### config.mk
export PLATFORM = sky130hd
export DESIGN_NAME = eeprom_cmd_ctrl
export DESIGN_NICKNAME = d
export VERILOG_FILES = /design/src/rtl/eeprom_ctrl_pkg.sv /design/src/rtl/eeprom_cmd_ctrl.sv /design/src/rtl/eeprom_serial_shifter.sv /design/src/rtl/eeprom_timeout_counter.sv
export SDC_FILE = /design/constraint.sdc
export NUM_CORES = 1
export LEC_CHECK = 0
export BUFFER_PORTS_ARGS = -buffer_cell sky130_fd_sc_hd__buf_4
export CAP_MARGIN = 20
export CORE_MARGIN = 2
export CORE_UTILIZATION = 45
export CTS_BUF_LIST = sky130_fd_sc_hd__clkbuf_8
export DETAILED_ROUTE_END_ITERATION = 12
export PLACE_DENSITY = 0.68
export SLEW_MARGIN = 15
export SYNTH_ARGS = -nofsm -noshare
export SYNTH_HDL_FRONTEND = slang
export SYNTH_HIERARCHICAL = 1
export SYNTH_SLANG_ARGS = --single-unit
### constraint.sdc
create_clock -name pclk -period 2.7 [get_ports pclk]
set_clock_uncertainty 0.2 [all_clocks]
set_input_delay 0.405 -clock pclk [delete_from_list [all_inputs] [get_ports pclk]]
set_output_delay 0.405 -clock pclk [all_outputs]
set_load 0.01 [all_outputs]
### src/rtl/eeprom_ctrl_pkg.sv
// shared constants and types for the serial eeprom command controller
package eeprom_ctrl_pkg;

   // ----------------------------------------
   // register map
   // ----------------------------------------
   localparam logic [15:0] CMD_REG_OFFSET = 16'h6000;
   localparam logic [15:0] DATA_REG_OFFSET = 16'h6004;

   // ----------------------------------------
   // field positions
   // ----------------------------------------
   localparam int BUSY_BIT = 31;
   localparam int CODE_LSB = 28;
   localparam int TIMEOUT_BIT = 10;
   localparam int LOADED_BIT = 9;
   localparam int ADDR_W = 9;
   localparam int DATA_W = 8;

   // ----------------------------------------
   // reset values and constants
   // ----------------------------------------
   localparam logic [2:0] CODE_RESET = 3'h0;
   localparam logic [8:0] ADDR_RESET = 9'h000;
   localparam logic [7:0] DATA_RESET = 8'h00;
   localparam logic [7:0] VALID_SIGNATURE = 8'hA5;
   localparam int LOAD_WORDS = 4;

   // ----------------------------------------
   // timing
   // ----------------------------------------
   localparam int CLK_PERIOD_NS = 100;
   localparam int TIMEOUT_MS = 30;
   localparam int TIMEOUT_CYCLES = (TIMEOUT_MS * 1000000) / CLK_PERIOD_NS;
   localparam int SCLK_HALF_CYCLES = 2;
   localparam int CS_GAP_CYCLES = 2;

   typedef enum logic [2:0] {
      CMD_READ = 3'h0,
      CMD_LOCK = 3'h1,
      CMD_UNLOCK = 3'h2,
      CMD_WRITE = 3'h3,
      CMD_FILL_ALL = 3'h4,
      CMD_ERASE = 3'h5,
      CMD_BULK_ERASE = 3'h6,
      CMD_RELOAD = 3'h7
   } command_code_t;

   // one serial frame request to the shifter
   typedef struct packed {
      logic [1:0] start_op;
      logic [ADDR_W-1:0] addr;
      logic [DATA_W-1:0] data;
      logic has_data;
      logic wait_ready;
   } frame_req_t;

endpackage : eeprom_ctrl_pkg

### src/rtl/eeprom_cmd_ctrl.sv
// serial eeprom command controller with apb register slave
// Function
// - writing one to busy runs the chosen command; busy holds until done.
// - write with no memory and return line low keeps busy until time-out, then clears.
// - busy reads high after reset until automatic load finishes or fails.
// - three-bit command code decodes eight commands; resets to read.
// - read fetches addressed byte into data register.
// - write stores data byte at addressed location when unlocked.
// - fill-all stores data byte into every location when unlocked.
// - erase clears one location, bulk erase clears all, when unlocked.
// - reload rereads config; first byte not A5 means failed reload.
// - failed reload leaves loaded configuration unchanged.
// - no response within 30 ms returns idle and sets time-out flag.
// - return line high and no memory: no time-out, busy clears at end.
// - return line low and no memory: only erase/write kinds time out.
// - load-done flag set on good load; software write of one clears; resets zero.
// - nine-bit byte address for read, write and erase, resets to zero.
// - data register low byte holds memory byte; upper bits read zero.
// - registers stay accessible while system clock is off.
`timescale 1ns/10ps
module eeprom_cmd_ctrl
   import eeprom_ctrl_pkg::*;
#(
   parameter int TIMEOUT_LIMIT = TIMEOUT_CYCLES
) (
   input wire logic pclk, // apb clock, free running
   input wire logic presetn, // async reset, active low
   input wire logic psel, // apb select
   input wire logic penable, // apb access phase
   input wire logic pwrite, // apb direction
   input wire logic [15:0] paddr, // apb byte address
   input wire logic [31:0] pwdata, // apb write data
   output logic [31:0] prdata, // apb read data
   output logic pready, // apb ready
   output logic pslverr, // apb error on unmapped address
   output logic mem_cs, // memory chip select
   output logic mem_sclk, // memory serial clock
   output logic mem_sdo, // data towards memory
   input wire logic serial_return_line, // data from memory
   output logic [LOAD_WORDS*8-1:0] loaded_config // configuration bytes from memory
);
   typedef enum logic [2:0] {ST_IDLE, ST_RUN, ST_WAIT, ST_LOAD_NEXT, ST_LOAD_WAIT} ctl_state_t;

   initial begin
      if (TIMEOUT_LIMIT < 1) $error("timeout limit must be positive");
   end

   ctl_state_t state_reg;
   logic busy_reg;
   command_code_t code_reg;
   logic timeout_reg;
   logic loaded_reg;
   logic [ADDR_W-1:0] addr_reg;
   logic [DATA_W-1:0] data_reg;
   logic [LOAD_WORDS*8-1:0] shadow_reg;
   logic [1:0] load_idx_reg;
   logic sig_ok_reg;

   frame_req_t req_next;
   logic sh_start_reg;
   frame_req_t req_reg;
   logic sh_done;
   logic sh_ready;
   logic [DATA_W-1:0] sh_rd;
   logic to_expired;
   logic to_restart;
   logic to_run;

   // ----------------------------------------
   // apb decode
   // ----------------------------------------
   logic acc;
   logic hit_cmd;
   logic hit_data;
   logic wr_cmd;
   logic wr_data;
   logic start_cmd;
   assign acc = psel && penable;
   assign hit_cmd = (paddr == CMD_REG_OFFSET);
   assign hit_data = (paddr == DATA_REG_OFFSET);
   assign wr_cmd = acc && pwrite && hit_cmd && pready;
   assign wr_data = acc && pwrite && hit_data && pready;
   assign start_cmd = wr_cmd && pwdata[BUSY_BIT] && !busy_reg;

   // bus runs on pclk, independent of the gated system clock
   always_ff @(posedge pclk or negedge presetn) begin
      if (!presetn) begin
         pready <= 1'b0;
         pslverr <= 1'b0;
         prdata <= '0;
      end else begin
         pready <= psel && !penable;
         pslverr <= psel && !penable && !(hit_cmd || hit_data);
         if (psel && !penable && !pwrite) begin
            if (hit_cmd) begin
               prdata <= {busy_reg, code_reg, 17'h00000, timeout_reg, loaded_reg, addr_reg};
            end else if (hit_data) begin
               prdata <= {24'h000000, data_reg};
            end else begin
               prdata <= '0;
            end
         end
      end
   end

   // ----------------------------------------
   // software fields
   // ----------------------------------------
   always_ff @(posedge pclk or negedge presetn) begin
      if (!presetn) begin
         code_reg <= command_code_t'(CODE_RESET);
         addr_reg <= ADDR_RESET;
      end else if (wr_cmd && !busy_reg) begin
         code_reg <= command_code_t'(pwdata[CODE_LSB +: 3]);
         addr_reg <= pwdata[ADDR_W-1:0];
      end
   end

   always_ff @(posedge pclk or negedge presetn) begin
      if (!presetn) begin
         data_reg <= DATA_RESET;
      end else if (state_reg == ST_WAIT && sh_done && code_reg == CMD_READ) begin
         data_reg <= sh_rd;
      end else if (wr_data && !busy_reg) begin
         data_reg <= pwdata[DATA_W-1:0];
      end
   end

   // ----------------------------------------
   // frame request builder
   // ----------------------------------------
   always_comb begin
      req_next = '0;
      req_next.addr = addr_reg;
      req_next.data = data_reg;
      unique case (code_reg)
         // read clocks eight data bits back in
         CMD_READ: begin
            req_next.start_op = 2'h2;
            req_next.has_data = 1'b1;
         end
         CMD_LOCK: req_next.addr = 9'h000;
         CMD_UNLOCK: req_next.addr = 9'h180;
         CMD_WRITE: begin
            req_next.start_op = 2'h1;
            req_next.has_data = 1'b1;
            req_next.wait_ready = 1'b1;
         end
         CMD_FILL_ALL: begin
            req_next.addr = 9'h080;
            req_next.has_data = 1'b1;
            req_next.wait_ready = 1'b1;
         end
         CMD_ERASE: begin
            req_next.start_op = 2'h3;
            req_next.wait_ready = 1'b1;
         end
         CMD_BULK_ERASE: begin
            req_next.addr = 9'h100;
            req_next.wait_ready = 1'b1;
         end
         CMD_RELOAD: begin
            req_next.start_op = 2'h2;
            req_next.addr = 9'h000;
         end
      endcase
      if (state_reg == ST_LOAD_NEXT) begin
         req_next = '0;
         req_next.start_op = 2'h2;
         req_next.addr = 9'(load_idx_reg);
         req_next.has_data = 1'b1;
      end
   end

   // ----------------------------------------
   // command sequencer
   // ----------------------------------------
   always_ff @(posedge pclk or negedge presetn) begin
      if (!presetn) begin
         state_reg <= ST_LOAD_NEXT;
         busy_reg <= 1'b1;
         sh_start_reg <= 1'b0;
         req_reg <= '0;
         load_idx_reg <= '0;
         sig_ok_reg <= 1'b0;
      end else begin
         sh_start_reg <= 1'b0;
         unique case (state_reg)
            ST_IDLE: begin
               if (start_cmd) begin
                  busy_reg <= 1'b1;
                  state_reg <= ST_RUN;
               end
            end
            ST_RUN: begin
               if (code_reg == CMD_RELOAD) begin
                  load_idx_reg <= '0;
                  state_reg <= ST_LOAD_NEXT;
               end else begin
                  req_reg <= req_next;
                  sh_start_reg <= 1'b1;
                  state_reg <= ST_WAIT;
               end
            end
            ST_WAIT: begin
               if (to_expired || sh_done) begin
                  busy_reg <= 1'b0;
                  state_reg <= ST_IDLE;
               end
            end
            ST_LOAD_NEXT: begin
               req_reg <= req_next;
               sh_start_reg <= 1'b1;
               state_reg <= ST_LOAD_WAIT;
            end
            ST_LOAD_WAIT: begin
               if (sh_done) begin
                  if (load_idx_reg == 2'h0) begin
                     sig_ok_reg <= (sh_rd == VALID_SIGNATURE);
                  end
                  if ((load_idx_reg == 2'h0 && sh_rd != VALID_SIGNATURE) ||
                      load_idx_reg == 2'(LOAD_WORDS - 1)) begin
                     busy_reg <= 1'b0;
                     state_reg <= ST_IDLE;
                  end else begin
                     load_idx_reg <= load_idx_reg + 1'b1;
                     state_reg <= ST_LOAD_NEXT;
                  end
               end
            end
            default: state_reg <= ST_IDLE;
         endcase
      end
   end

   // shadow only committed after full valid load
   always_ff @(posedge pclk or negedge presetn) begin
      if (!presetn) begin
         shadow_reg <= '0;
         loaded_config <= '0;
      end else begin
         if (state_reg == ST_LOAD_WAIT && sh_done) begin
            shadow_reg[load_idx_reg*8 +: 8] <= sh_rd;
         end
         if (state_reg == ST_LOAD_WAIT && sh_done && sig_ok_reg &&
             load_idx_reg == 2'(LOAD_WORDS - 1)) begin
            loaded_config <= {sh_rd, shadow_reg[(LOAD_WORDS-1)*8-1:0]};
         end
      end
   end

   // ----------------------------------------
   // status flags
   // ----------------------------------------
   always_ff @(posedge pclk or negedge presetn) begin
      if (!presetn) begin
         timeout_reg <= 1'b0;
      end else if (state_reg == ST_WAIT && to_expired) begin
         timeout_reg <= 1'b1;
      end else if (start_cmd) begin
         timeout_reg <= 1'b0;
      end
   end

   always_ff @(posedge pclk or negedge presetn) begin
      if (!presetn) begin
         loaded_reg <= 1'b0;
      end else if (state_reg == ST_LOAD_WAIT && sh_done && sig_ok_reg &&
                   load_idx_reg == 2'(LOAD_WORDS - 1)) begin
         loaded_reg <= 1'b1;
      end else if (wr_cmd && pwdata[LOADED_BIT]) begin
         loaded_reg <= 1'b0;
      end
   end

   assign to_restart = sh_start_reg;
   assign to_run = (state_reg == ST_WAIT);

   eeprom_timeout_counter #(
      .LIMIT(TIMEOUT_LIMIT)
   ) u_timeout (
      .pclk(pclk),
      .presetn(presetn),
      .restart(to_restart),
      .run(to_run),
      .expired(to_expired)
   );

   eeprom_serial_shifter u_shifter (
      .pclk(pclk),
      .presetn(presetn),
      .start(sh_start_reg),
      .req(req_reg),
      .abort(state_reg == ST_WAIT && to_expired),
      .done(sh_done),
      .ready_seen(),
      .rd_data(sh_rd),
      .cs(mem_cs),
      .sclk(mem_sclk),
      .sdo(mem_sdo),
      .serial_return_line(serial_return_line)
   );

   // ----------------------------------------
   // checks
   // ----------------------------------------
   busy_after_start_a: assert property (@(posedge pclk) disable iff (!presetn)
      start_cmd |=> busy_reg ##1 busy_reg)
      else $error("busy not held after command start");

   timeout_idle_a: assert property (@(posedge pclk) disable iff (!presetn)
      (state_reg == ST_WAIT && to_expired) |=> (timeout_reg && !busy_reg && state_reg == ST_IDLE))
      else $error("time-out did not return to idle with flag");

   timeout_clear_a: assert property (@(posedge pclk) disable iff (!presetn)
      start_cmd |=> !timeout_reg)
      else $error("time-out flag not cleared at start");

   read_data_a: assert property (@(posedge pclk) disable iff (!presetn)
      (state_reg == ST_WAIT && sh_done && code_reg == CMD_READ) |=> data_reg == $past(sh_rd))
      else $error("read byte not captured");

   load_done_a: assert property (@(posedge pclk) disable iff (!presetn)
      $rose(loaded_reg) |-> $fell(busy_reg) && sig_ok_reg)
      else $error("load flag set without valid load");

   failed_reload_a: assert property (@(posedge pclk) disable iff (!presetn)
      !(state_reg == ST_LOAD_WAIT && sh_done && sig_ok_reg && load_idx_reg == 2'(LOAD_WORDS - 1))
      |=> $stable(loaded_config))
      else $error("configuration changed without valid load");

   upper_zero_a: assert property (@(posedge pclk) disable iff (!presetn)
      (psel && !penable && !pwrite && hit_data) |=> prdata[31:8] == 24'h000000)
      else $error("data register upper bits not zero");

   no_change_busy_a: assert property (@(posedge pclk) disable iff (!presetn)
      busy_reg |=> $stable(addr_reg))
      else $error("address changed while busy");

endmodule : eeprom_cmd_ctrl

### src/rtl/eeprom_serial_shifter.sv
// serial frame engine: start bit, opcode, address, optional data, ready poll
`timescale 1ns/10ps
module eeprom_serial_shifter
   import eeprom_ctrl_pkg::*;
(
   input wire logic pclk, // apb clock
   input wire logic presetn, // async reset, active low
   input wire logic start, // begin a frame, one-cycle pulse
   input wire frame_req_t req, // frame contents
   input wire logic abort, // drop frame at once
   output logic done, // frame complete, one-cycle pulse
   output logic ready_seen, // ready poll saw high line
   output logic [DATA_W-1:0] rd_data, // shifted-in byte
   output logic cs, // memory chip select
   output logic sclk, // memory serial clock
   output logic sdo, // data towards memory
   input wire logic serial_return_line // data from memory
);
   localparam int BITS = 3 + ADDR_W + DATA_W;
   typedef enum logic [1:0] {SH_IDLE, SH_SHIFT, SH_POLL, SH_GAP} sh_state_t;

   sh_state_t state_reg;
   logic [BITS-1:0] out_reg;
   logic [4:0] bits_left_reg;
   logic [1:0] div_reg;
   logic poll_reg;

   // ----------------------------------------
   // frame sequencer
   // ----------------------------------------
   always_ff @(posedge pclk or negedge presetn) begin
      if (!presetn) begin
         state_reg <= SH_IDLE;
         out_reg <= '0;
         bits_left_reg <= '0;
         div_reg <= '0;
         poll_reg <= 1'b0;
         cs <= 1'b0;
         sclk <= 1'b0;
         sdo <= 1'b0;
         done <= 1'b0;
         ready_seen <= 1'b0;
         rd_data <= '0;
      end else begin
         done <= 1'b0;
         if (abort) begin
            state_reg <= SH_IDLE;
            cs <= 1'b0;
            sclk <= 1'b0;
         end else begin
            unique case (state_reg)
               SH_IDLE: begin
                  if (start) begin
                     out_reg <= {1'b1, req.start_op, req.addr, req.data};
                     bits_left_reg <= req.has_data ? 5'(BITS) : 5'(BITS - DATA_W);
                     poll_reg <= req.wait_ready;
                     ready_seen <= 1'b0;
                     div_reg <= '0;
                     cs <= 1'b1;
                     state_reg <= SH_SHIFT;
                  end
               end
               SH_SHIFT: begin
                  div_reg <= div_reg + 1'b1;
                  if (div_reg == 2'(SCLK_HALF_CYCLES - 1)) begin
                     sdo <= out_reg[BITS-1];
                  end else if (div_reg == 2'(2 * SCLK_HALF_CYCLES - 1)) begin
                     sclk <= 1'b0;
                     // count was already lowered on the rising half, so zero means the last bit went out
                     if (bits_left_reg == 5'h00) begin
                        state_reg <= poll_reg ? SH_POLL : SH_GAP;
                        cs <= poll_reg;
                        div_reg <= '0;
                     end
                  end else if (div_reg == 2'(SCLK_HALF_CYCLES)) begin
                     // sample return line on rising sclk
                     sclk <= 1'b1;
                     out_reg <= {out_reg[BITS-2:0], 1'b0};
                     rd_data <= {rd_data[DATA_W-2:0], serial_return_line};
                     bits_left_reg <= bits_left_reg - 1'b1;
                  end
               end
               SH_POLL: begin
                  if (serial_return_line) begin
                     ready_seen <= 1'b1;
                     cs <= 1'b0;
                     state_reg <= SH_GAP;
                  end
               end
               SH_GAP: begin
                  cs <= 1'b0;
                  div_reg <= div_reg + 1'b1;
                  if (div_reg == 2'(CS_GAP_CYCLES - 1)) begin
                     done <= 1'b1;
                     state_reg <= SH_IDLE;
                  end
               end
               default: state_reg <= SH_IDLE;
            endcase
         end
      end
   end
endmodule : eeprom_serial_shifter

### src/rtl/eeprom_timeout_counter.sv
// down counter that flags a missing response from the serial memory
`timescale 1ns/10ps
module eeprom_timeout_counter
   import eeprom_ctrl_pkg::*;
#(
   parameter int LIMIT = TIMEOUT_CYCLES
) (
   input wire logic pclk, // apb clock
   input wire logic presetn, // async reset, active low
   input wire logic restart, // reload count
   input wire logic run, // count while high
   output logic expired // limit reached, one-cycle pulse
);
   localparam int CW = $clog2(LIMIT + 1);
   logic [CW-1:0] count_reg;

   initial begin
      if (LIMIT < 1) $error("timeout limit must be at least one cycle");
   end

   always_ff @(posedge pclk or negedge presetn) begin
      if (!presetn) begin
         count_reg <= '0;
      end else if (restart) begin
         count_reg <= CW'(LIMIT);
      end else if (run && count_reg != '0) begin
         count_reg <= count_reg - 1'b1;
      end
   end

   always_ff @(posedge pclk or negedge presetn) begin
      if (!presetn) begin
         expired <= 1'b0;
      end else begin
         expired <= run && !restart && (count_reg == CW'(1));
      end
   end
endmodule : eeprom_timeout_counter

Yosys cells after proc, flatten, opt, wreduce, memory -nomap -nowiden
Index checks and enable logic that the tools add are counted.
Widths: inputs -> output; s select.

cells by class
  $add $sub $neg = 5
  shift-type cells = 2
  muxes and demuxes = 75
  reduce and logical (&&, ||, !) cells = 64
  equal/unequal tests = 41
  bitwise operators = 3

operator list
  kind                     count
  $mux 20                  4
  $mux 21                  2
  $pmux 21 s2              1
  $pmux 20 s2              1
  $mux 19                  2
  $pmux 9 s4               1
  $neg 5->34               1
  $shift 8x34->32 const A  1
  $shiftx 8x34->32         1
  $bwmux 32                1
  $eq 16x15->1 const B     2
  $mux 32                  1
  $mux 2                   15
  $mux 1                   27
  $mux 5                   5
  $logic_and 1x1->1        24
  $mux 8                   3
  $eq 19x1->1 const B      1
  $reduce_bool 19->1       1
  $sub 19x1->19 const B    1
  $ne 2x2->1 const B       9
  $reduce_and 3->1         6
  $reduce_bool 2->1        8
  $eq 3x3->1 const B       5
  other kinds (33)         67

storage, ports and cells
  register bits = 211
  input port bits = 54

Logic depth before layout (Yosys ltp)
Gate-level depths: netlist (run 1).

  word-level depth = 8
  mapped depth = 10
  depth with buffers taken out = 7

Modules after synthesis
The synthesis (run 1) kept the hierarchy.

modules (own cells, without submodules)
  module                  cells an instance  times used  area each (sq um)  sequential area each (sq um)
  eeprom_cmd_ctrl         501                1           5,581.6            3,106.7
  eeprom_serial_shifter   207                1           2,123.3            1,076.0
  eeprom_timeout_counter  106                1           1,079.8            500.5

Least setup slack after synthesis (run 1)
No wires, ideal clock.

  kind = reg-to-reg
  start = register state_reg[2] (netlist name)
  end = register u_shifter.bits_left_reg[1]
  period minus slack after synthesis = 2.563 ns
  setup time = 0.095 ns
  slack = 0.137 ns
  required time = 2.405 ns
  stages on the path, launching flop included = 11
  arrival time = 2.267 ns
  path through = dfrtp_1 -> buf_2 -> nor3b_1 -> nand2_1 -> inv_1 -> clkbuf_1 -> a211o_1 -> clkbuf_1 -> clkbuf_1 -> nand2_1 -> o31ai_1

RTL lines
  what                  RTL line                     RTL
  end signal, assigned  eeprom_serial_shifter.sv:55  bits_left_reg <= req.has_data ? 5'(BITS) : 5'(BITS - DATA_W);
  end signal, assigned  eeprom_serial_shifter.sv:80  bits_left_reg <= bits_left_reg - 1'b1;
  end, declared         eeprom_serial_shifter.sv:24  logic [4:0] bits_left_reg;

Worst setup path in the final report (run 1)
  start = register u_timeout.count_reg[3]
  end = register u_timeout.count_reg[6]

on the way
  word-level cells in the longest chain between the ends = 3
  elaborated cells on any way between the ends = 6

RTL lines
  what                                                        RTL line                                                    RTL
  start, declared                                             eeprom_timeout_counter.sv:15                                logic [CW-1:0] count_reg;
  start signal, assigned                                      eeprom_timeout_counter.sv:25                                count_reg <= CW'(LIMIT);
  start signal, assigned                                      eeprom_timeout_counter.sv:27                                count_reg <= count_reg - 1'b1;
  $sub 19x1->19 / $reduce_bool 19->1 (equally long branches)  eeprom_timeout_counter.sv:27, eeprom_timeout_counter.sv:26
  $mux 19 / $logic_and 1x1->1 (equally long branches)         eeprom_timeout_counter.sv:26                                end else if (run && count_reg != '0) begin
  $mux 19 / $reduce_bool 2->1 (equally long branches)         --

Parallel ways exist; a longest one is shown, timed or not. The select of a mux whose other input is x is not followed.
A chain may end at the register's enable or synchronous reset.

==> flow_summary.toml, run 1 <==
[outcome]
status = "complete, no violations"

[worst_setup_path]
reg2reg_slack_ns = 0.18
worst-r2r-cell-count = 5
r2r_end = "u_timeout/count_reg[6]"
startpoint_type = "flop"
crit_fanout = 8
reg2reg_from = "u_timeout/count_reg[3]"
cp.required_ns = 2.83
endpoint_kind = "flop"
worstPathArrival_ns = 2.65
setup.worst_path.class = "flop to flop"

[layout]
largest_reg_flops = 32
final_cell_mix = "dfrtp_1 (183), buf_4 (125), nand2_1 (119)"
drive_above_1_share_pct = 25.2
synthToLayoutAreaGrowth_pct = 18.6
final_nets = 1001
fillers = 1676
diodes = 0
area.sequential_um2 = 4660
multi_input_area_um2 = 3750
final_common_cell = "dfrtp_1"

[die]
die_h_um = 143
dieWidth_um = 143
initial_core_util_pct = 46.3
die_area_um2 = 20600
rows = 50
core-area_um2 = 18900
top_level_ports = 123

[clock_tree]
cts_resized = 0
cts.path.max_buffers = 2
cts_tree = "done"
cts.sinks = 186
insertion_delay_ns = 0.46
htree_levels = 4
postCtsSetupBuffers = 0
clk_pin_slew_ns = 0.10
cts_root_buffer = "clkbuf_8"
cts_inserted_buffers = 17

[timing]
hold_violations = 0
tightestPinTransition_ns = 0.811
min_period_ns = 2.52
max_freq_mhz = 397
setup_viol = 0
setup_ws_ns = 0.181
relSlewSlack_pct = 45.6
rsz0062_at_grt = "false"
fin_crit_sh_pct = 93.3
drv_slew = 0
finalSetupTns_ns = 0

[routing]
wirelength_mm = 19.6
drc_errors = 0
firstDrtPassIters = 5
viasPerCell = 5.29
first_iter_violations = 387
wl_per_cell_um = 16.3
vias = 6364
drtAntennaViolNets = 0

[global_routing]
grt-ovfl-total = 0
grt_max_degree = 65
antenna_found_initial = 0
grt_pass1_wl_mm = 31.9
grt_pass1_vias = 6133
grt.total_usage_pct = 20.0

[yosys]
avgSynthCellArea_um2 = 10.8
netlist_instances = 809
yosysWarnings = 6
synth.cell_area_um2 = 8740

[power]
total_power_w = 0.00792
power_density_nw_per_um2 = 764
p_leak_nw = 4.78
vdd_drop_max_mv = 0.362

[place]
dpl_worst_slack_ns = 0.216
globalplace.congestion = 0.828
numPortBuffers = 87
dpl.hpwl_mm = 13.9

[min_path]
hold_path.class = "input port to flop"
worst_hold_path.endpoint = "pready"
whs_path_depth = 2
hold_start = "psel"

[job]
drv.max_cap_violation_count = 0
## area by class of cell
| cell class | instances | area share (%) |
|---|---|---|
| clock inverter | 11 | 1.11 |
| multi-input combinational | 561 | 36.2 |
| timing repair buffer | 144 | 11.1 |
| clock buffer | 21 | 2.79 |
| tap | 260 | 3.14 |
| inverter | 21 | 0.761 |
| sequential | 186 | 44.9 |
## worst max-delay path: stages (launching register included)
cell	delay [ns]
dfrtp_1	0.43
or4_4	0.57
or3_1	0.47
o31ai_4	0.31
nor3_1	0.07
or3b_1	0.34
## metrics by stage
step	instances	area, um^2	util (%)	hold slack (ns)
finish	1204	10400	54.9	0.0340
floorplan	825	8800	-	-0.0906
global placement	1156	9800	51.9	0.240
CTS	1204	10400	54.9	0.00330
detailed placement	1156	9800	51.9	0.247
global route	1204	10400	54.9	0.0233
## power by group
| part | internal [W] | switching [W] | leakage (nW) | total (W) |
|---|---|---|---|---|
| sequential | 0.00326 | 0.000365 | 2.43 | 0.00362 |
| clock | 0.000918 | 0.000968 | 0.217 | 0.00189 |
| combinational | 0.00102 | 0.00140 | 2.13 | 0.00241 |
| total | 0.00519 | 0.00273 | 4.78 | 0.00792 |
## how the worst max path moves through the flow
stage | from | to | slack [ns] | cells past startpoint
after floorplan | state_reg[2] | u_shifter/bits_left_reg[1] | 0.14 | 10
after CTS | u_timeout/count_reg[3] | u_timeout/count_reg[6] | 0.18 | 5
final | u_timeout/count_reg[3] | u_timeout/count_reg[6] | 0.18 | 5
after global routing | u_timeout/count_reg[3] | u_timeout/count_reg[6] | 0.10 | 5
after global placement | u_timeout/count_reg[3] | u_timeout/count_reg[6] | 0.24 | 5
after detailed placement | u_timeout/count_reg[3] | u_timeout/count_reg[6] | 0.22 | 5
## metal layers
layer,GRT usage (%),vias to the layer above,wire length [um]
met3,3.50,13,673
li1,-,3077,-
met5,0,-,0
met4,5.31,0,199
met2,32.3,145,9330
met1,28.0,3129,9370
## repair_timing
| item | 4_1_cts | 5_1_grt |
|---|---|---|
| hold buffers | 16 | 0 |
| endpoints found under the hold margin | 79 | 0 |
| endpoints found under the setup margin | 0 | 0 |
(Power assumes the default switching activity.)
==> run 2, diff against run 1 <==
Settings changed: CORE_UTILIZATION 45 to 50, PLACE_DENSITY 0.68 to 0.71.
Clock period 2.7 ns to 2.8 ns, I/O delays scaled along.
==> flow_summary.toml, run 2 (synthesis gave the netlist of run 1 again) <==
[worst_setup_path]
startpoint_type = "flop"
worst-r2r-cell-count = 6
worstPathArrival_ns = 2.71
endpoint_kind = "flop"
critPathCapture = "u_shifter/rd_data[7]"
cp.required_ns = 2.98
reg2reg_slack_ns = 0.26
cp-startpoint = "state_reg[0]"
reg2reg_from = "state_reg[0]"
crit_fanout = 13
setup.worst_path.class = "flop to flop"
r2r_end = "u_shifter/rd_data[7]"

[die]
top_level_ports = 123
rows = 48
die_area_um2 = 18600
initial_core_util_pct = 50.9
die_h_um = 136
core-area_um2 = 17200
dieWidth_um = 136

[routing]
firstDrtPassIters = 6
drtAntennaViolNets = 0
viasPerCell = 5.47
wl_per_cell_um = 16.9
vias = 6318
wirelength_mm = 19.5
drc_errors = 0
first_iter_violations = 449

[layout]
final_cell_mix = "dfrtp_1 (183), nand2_1 (119), buf_4 (112)"
synthToLayoutAreaGrowth_pct = 17.0
fillers = 1496
final_common_cell = "dfrtp_1"
largest_reg_flops = 32
finish.instance_area_um2 = 10200
final_nets = 988
finalNonFillerCells = 1155
diodes = 0
drive_above_1_share_pct = 23.9

[clock_tree]
cts.sinks = 186
insertion_delay_ns = 0.48
cts_resized = 0
cts_tree = "done"
postCtsSetupBuffers = 0
cts.path.max_buffers = 2
cts_inserted_buffers = 17
htree_levels = 4
clk_pin_slew_ns = 0.09
cts_root_buffer = "clkbuf_8"
holdBufCountCts = 16

[timing]
drv_slew = 0
setup_viol = 0
min_period_ns = 2.54
rsz0062_at_grt = "false"
fin_crit_sh_pct = 90.7
tightestPinTransition_ns = 0.845
hold_violations = 0
finalSetupTns_ns = 0
relSlewSlack_pct = 43.4
max_freq_mhz = 394

[job]
drv.max_cap_violation_count = 0

[place]
globalplace.congestion = 0.840
dp_cells = 1108
numPortBuffers = 87
dpl.hpwl_mm = 13.5
postPlaceCellArea_um2 = 9660

[outcome]
status = "complete, no violations"

[power]
power_density_nw_per_um2 = 746
vdd_drop_max_mv = 0.369
p_leak_nw = 4.69

[global_routing]
grt_pass1_vias = 6059
grt_pass1_wl_mm = 31.8
grt.total_usage_pct = 22.2
grt_max_degree = 76
antenna_found_initial = 0
grt-ovfl-total = 0

[min_path]
hold_path.class = "input port to flop"
[run 2: area by class of cell]
| type | instances | area (um^2) | area share (%) |
|---|---|---|---|
| tap | 225 | 282 | 2.75 |
| clock buffer | 18 | 248 | 2.42 |
| multi-input combinational | 561 | 3750 | 36.7 |
| timing repair buffer | 131 | 1050 | 10.3 |
| clock inverter | 13 | 155 | 1.52 |
| sequential | 186 | 4660 | 45.6 |
| inverter | 21 | 78.8 | 0.771 |
[run 2: how the worst min path moves through the flow]
| stage | start | endpoint | slack, ns | cells past startpoint |
|---|---|---|---|---|
| final | pwdata[9] | loaded_reg | 0.03 | 4 |
| after CTS | pwdata[9] | loaded_reg | 0.01 | 4 |
| after global routing | psel | pready | 0.03 | 2 |
| after global placement | u_shifter/out_reg[19] | u_shifter/out_reg[19] | 0.25 | 2 |
| after detailed placement | u_shifter/out_reg[19] | u_shifter/out_reg[19] | 0.26 | 2 |
| after floorplan | presetn | addr_reg[0] | -0.08 | 0 |
[run 2: layer usage]
metal / wire length (um) / GRT usage [%] / part of all wire (%)
met1: 9400 / 32.7 / 48
met2: 9150 / 33.7 / 47
met3: 659 / 3.28 / 3.4
met4: 290 / 7.64 / 1.5
met5: 0 / 0 / 0
[run 2: worst max-delay path: stages (launching register included)]
cell and delay (ns):
dfstp_2 0.66, nor3b_1 0.08, buf_4 0.17, nand2_1 0.09
inv_1 0.13, nor2_1 0.68, mux2_2 0.41
[run 2: metrics by stage]
step / hold WS, ns / util (%) / power (W) / setup WS, ns
CTS: 0.0117 / 59.5 / 0.00766 / 0.277
finish: 0.0290 / 59.5 / 0.00762 / 0.261
global placement: 0.255 / 56.2 / 0.00574 / 0.331
floorplan: -0.0756 / - / 0.00507 / 0.237
global route: 0.0301 / 59.5 / 0.00813 / 0.121
detailed placement: 0.258 / 56.2 / 0.00581 / 0.284
[run 2: power breakdown]
| part | internal [W] | leakage [nW] | switching [W] |
|---|---|---|---|
| clock network | 0.000892 | 0.193 | 0.000940 |
| registers | 0.00314 | 2.43 | 0.000411 |
| logic | 0.000954 | 2.06 | 0.00129 |
| total | 0.00499 | 4.69 | 0.00264 |
==> run 3, diff against run 2 <==
Clock period 2.8 ns to 3.17 ns, I/O delays scaled along.
==> flow_summary.toml, run 3 (synthesis gave the netlist of run 1 again) <==
[worst_setup_path]
endpoint_kind = "flop"
cp.required_ns = 3.33
reg2reg_from = "state_reg[0]"
worstPathArrival_ns = 2.83
crit_chain = "nor3b_1 -> buf_4 -> nand2_1 -> inv_1 -> buf_4 -> nor2_1 -> mux2_2"
crit_top_cell = "buf_4"
r2r_end = "u_shifter/rd_data[7]"
crit_fanout = 13
reg2reg_slack_ns = 0.50
setup.worst_path.class = "flop to flop"
startpoint_type = "flop"
slowest_stage = "dfstp_2"
worst-r2r-cell-count = 7
cpPeakStageDelay_ns = 0.65

[layout]
final_cell_mix = "dfrtp_1 (183), nand2_1 (119), buf_4 (105)"
largest_reg_flops = 32
final_nets = 968
diodes = 0
drive_above_1_share_pct = 23.7
synthToLayoutAreaGrowth_pct = 14.6
final_common_cell = "dfrtp_1"
finalNonFillerCells = 1136
finish.instance_area_um2 = 10000

[clock_tree]
cts.sinks = 186
postCtsSetupBuffers = 0
cts_inserted_buffers = 17
cts_resized = 0
cts_root_buffer = "clkbuf_8"
insertion_delay_ns = 0.47
htree_levels = 4
clk_pin_slew_ns = 0.09
holdBufCountCts = 3
cts_tree = "done"
cts.path.max_buffers = 2

[timing]
min_period_ns = 2.67
relSlewSlack_pct = 48.2
rsz0062_at_grt = "false"
tightestPinTransition_ns = 0.774
fin_crit_sh_pct = 84.3
max_freq_mhz = 374
drv_slew = 0
hold_violations = 0
setup_viol = 0
finalSetupTns_ns = 0

[routing]
drc_errors = 0
wirelength_mm = 18.8
firstDrtPassIters = 7
first_iter_violations = 506
viasPerCell = 5.56
drtAntennaViolNets = 0
wl_per_cell_um = 16.5
vias = 6321

[place]
dpl.hpwl_mm = 13.2
postPlaceCellArea_um2 = 9610
globalplace.congestion = 0.840
dp_cells = 1101
numPortBuffers = 87

[outcome]
status = "complete, no violations"

[global_routing]
grt-ovfl-total = 0
grt_pass1_wl_mm = 30.7
grt_max_degree = 67
grt_pass1_vias = 5977
grt.total_usage_pct = 21.2
antenna_found_initial = 0

[power]
power_density_nw_per_um2 = 656
p_leak_nw = 4.60
vdd_drop_max_mv = 0.384
total_power_w = 0.00656

[die]
rows = 48
die_area_um2 = 18600
dieWidth_um = 136
top_level_ports = 123
initial_core_util_pct = 50.9
core-area_um2 = 17200
die_h_um = 136

[min_path]
hold_start = "pwdata[8]"
worst_hold_path.endpoint = "addr_reg[8]"
hold_path.class = "input port to flop"
whs_path_depth = 2

[job]
drv.max_cap_violation_count = 0
==> run 3: stage by stage <==
stage	utilization, %	hold WS, ns	setup WS [ns]
floorplan	-	-0.0201	0.607
global placement	55.9	0.249	0.549
detailed placement	55.9	0.261	0.523
CTS	58.3	0.00999	0.515
global route	58.3	0.0138	0.333
finish	58.3	0.0299	0.497
==> run 3: layout make-up <==
cell class	instances	area, um^2
fillers	1533	7160
flip-flops and latches	186	4660
multi-input cells	561	3750
repair buffers	111	872
well taps	225	282
clock buffers	20	275
clock inverters	12	100
inverters	21	78.8
==> run 3: critical path, delay by kind of cell, from the launching register on <==
family	cells	cell delay, ns
flip-flops	1	0.65
AND/OR/NAND/NOR	3	0.85
multiplexers	1	0.41
buffers and inverters	3	0.44
==> run 3: where the power goes <==
group / internal (W) / switching (W)
Sequential: 0.00277 / 0.000394
Combinational: 0.000801 / 0.00108
Clock: 0.000679 / 0.000834
Total: 0.00425 / 0.00231
==> run 3: worst max path at each step <==
stage	slack [ns]	depth (start not counted)	start	end
final	0.50	7	state_reg[0]	u_shifter/rd_data[7]
after global routing	0.33	7	state_reg[0]	u_shifter/rd_data[1]
after CTS	0.51	7	state_reg[0]	u_shifter/rd_data[7]
after detailed placement	0.52	7	state_reg[0]	u_shifter/rd_data[7]
after global placement	0.55	7	state_reg[0]	u_shifter/rd_data[6]
after floorplan	0.61	10	state_reg[2]	u_shifter/bits_left_reg[1]
==> run 3: layer usage <==
metal	track usage, %	vias up	wire (um)
met2	32.2	172	8590
met3	4.21	25	938
met4	6.02	0	278
met1	31.1	3104	8970
met5	0	-	0
li1	-	3020	-
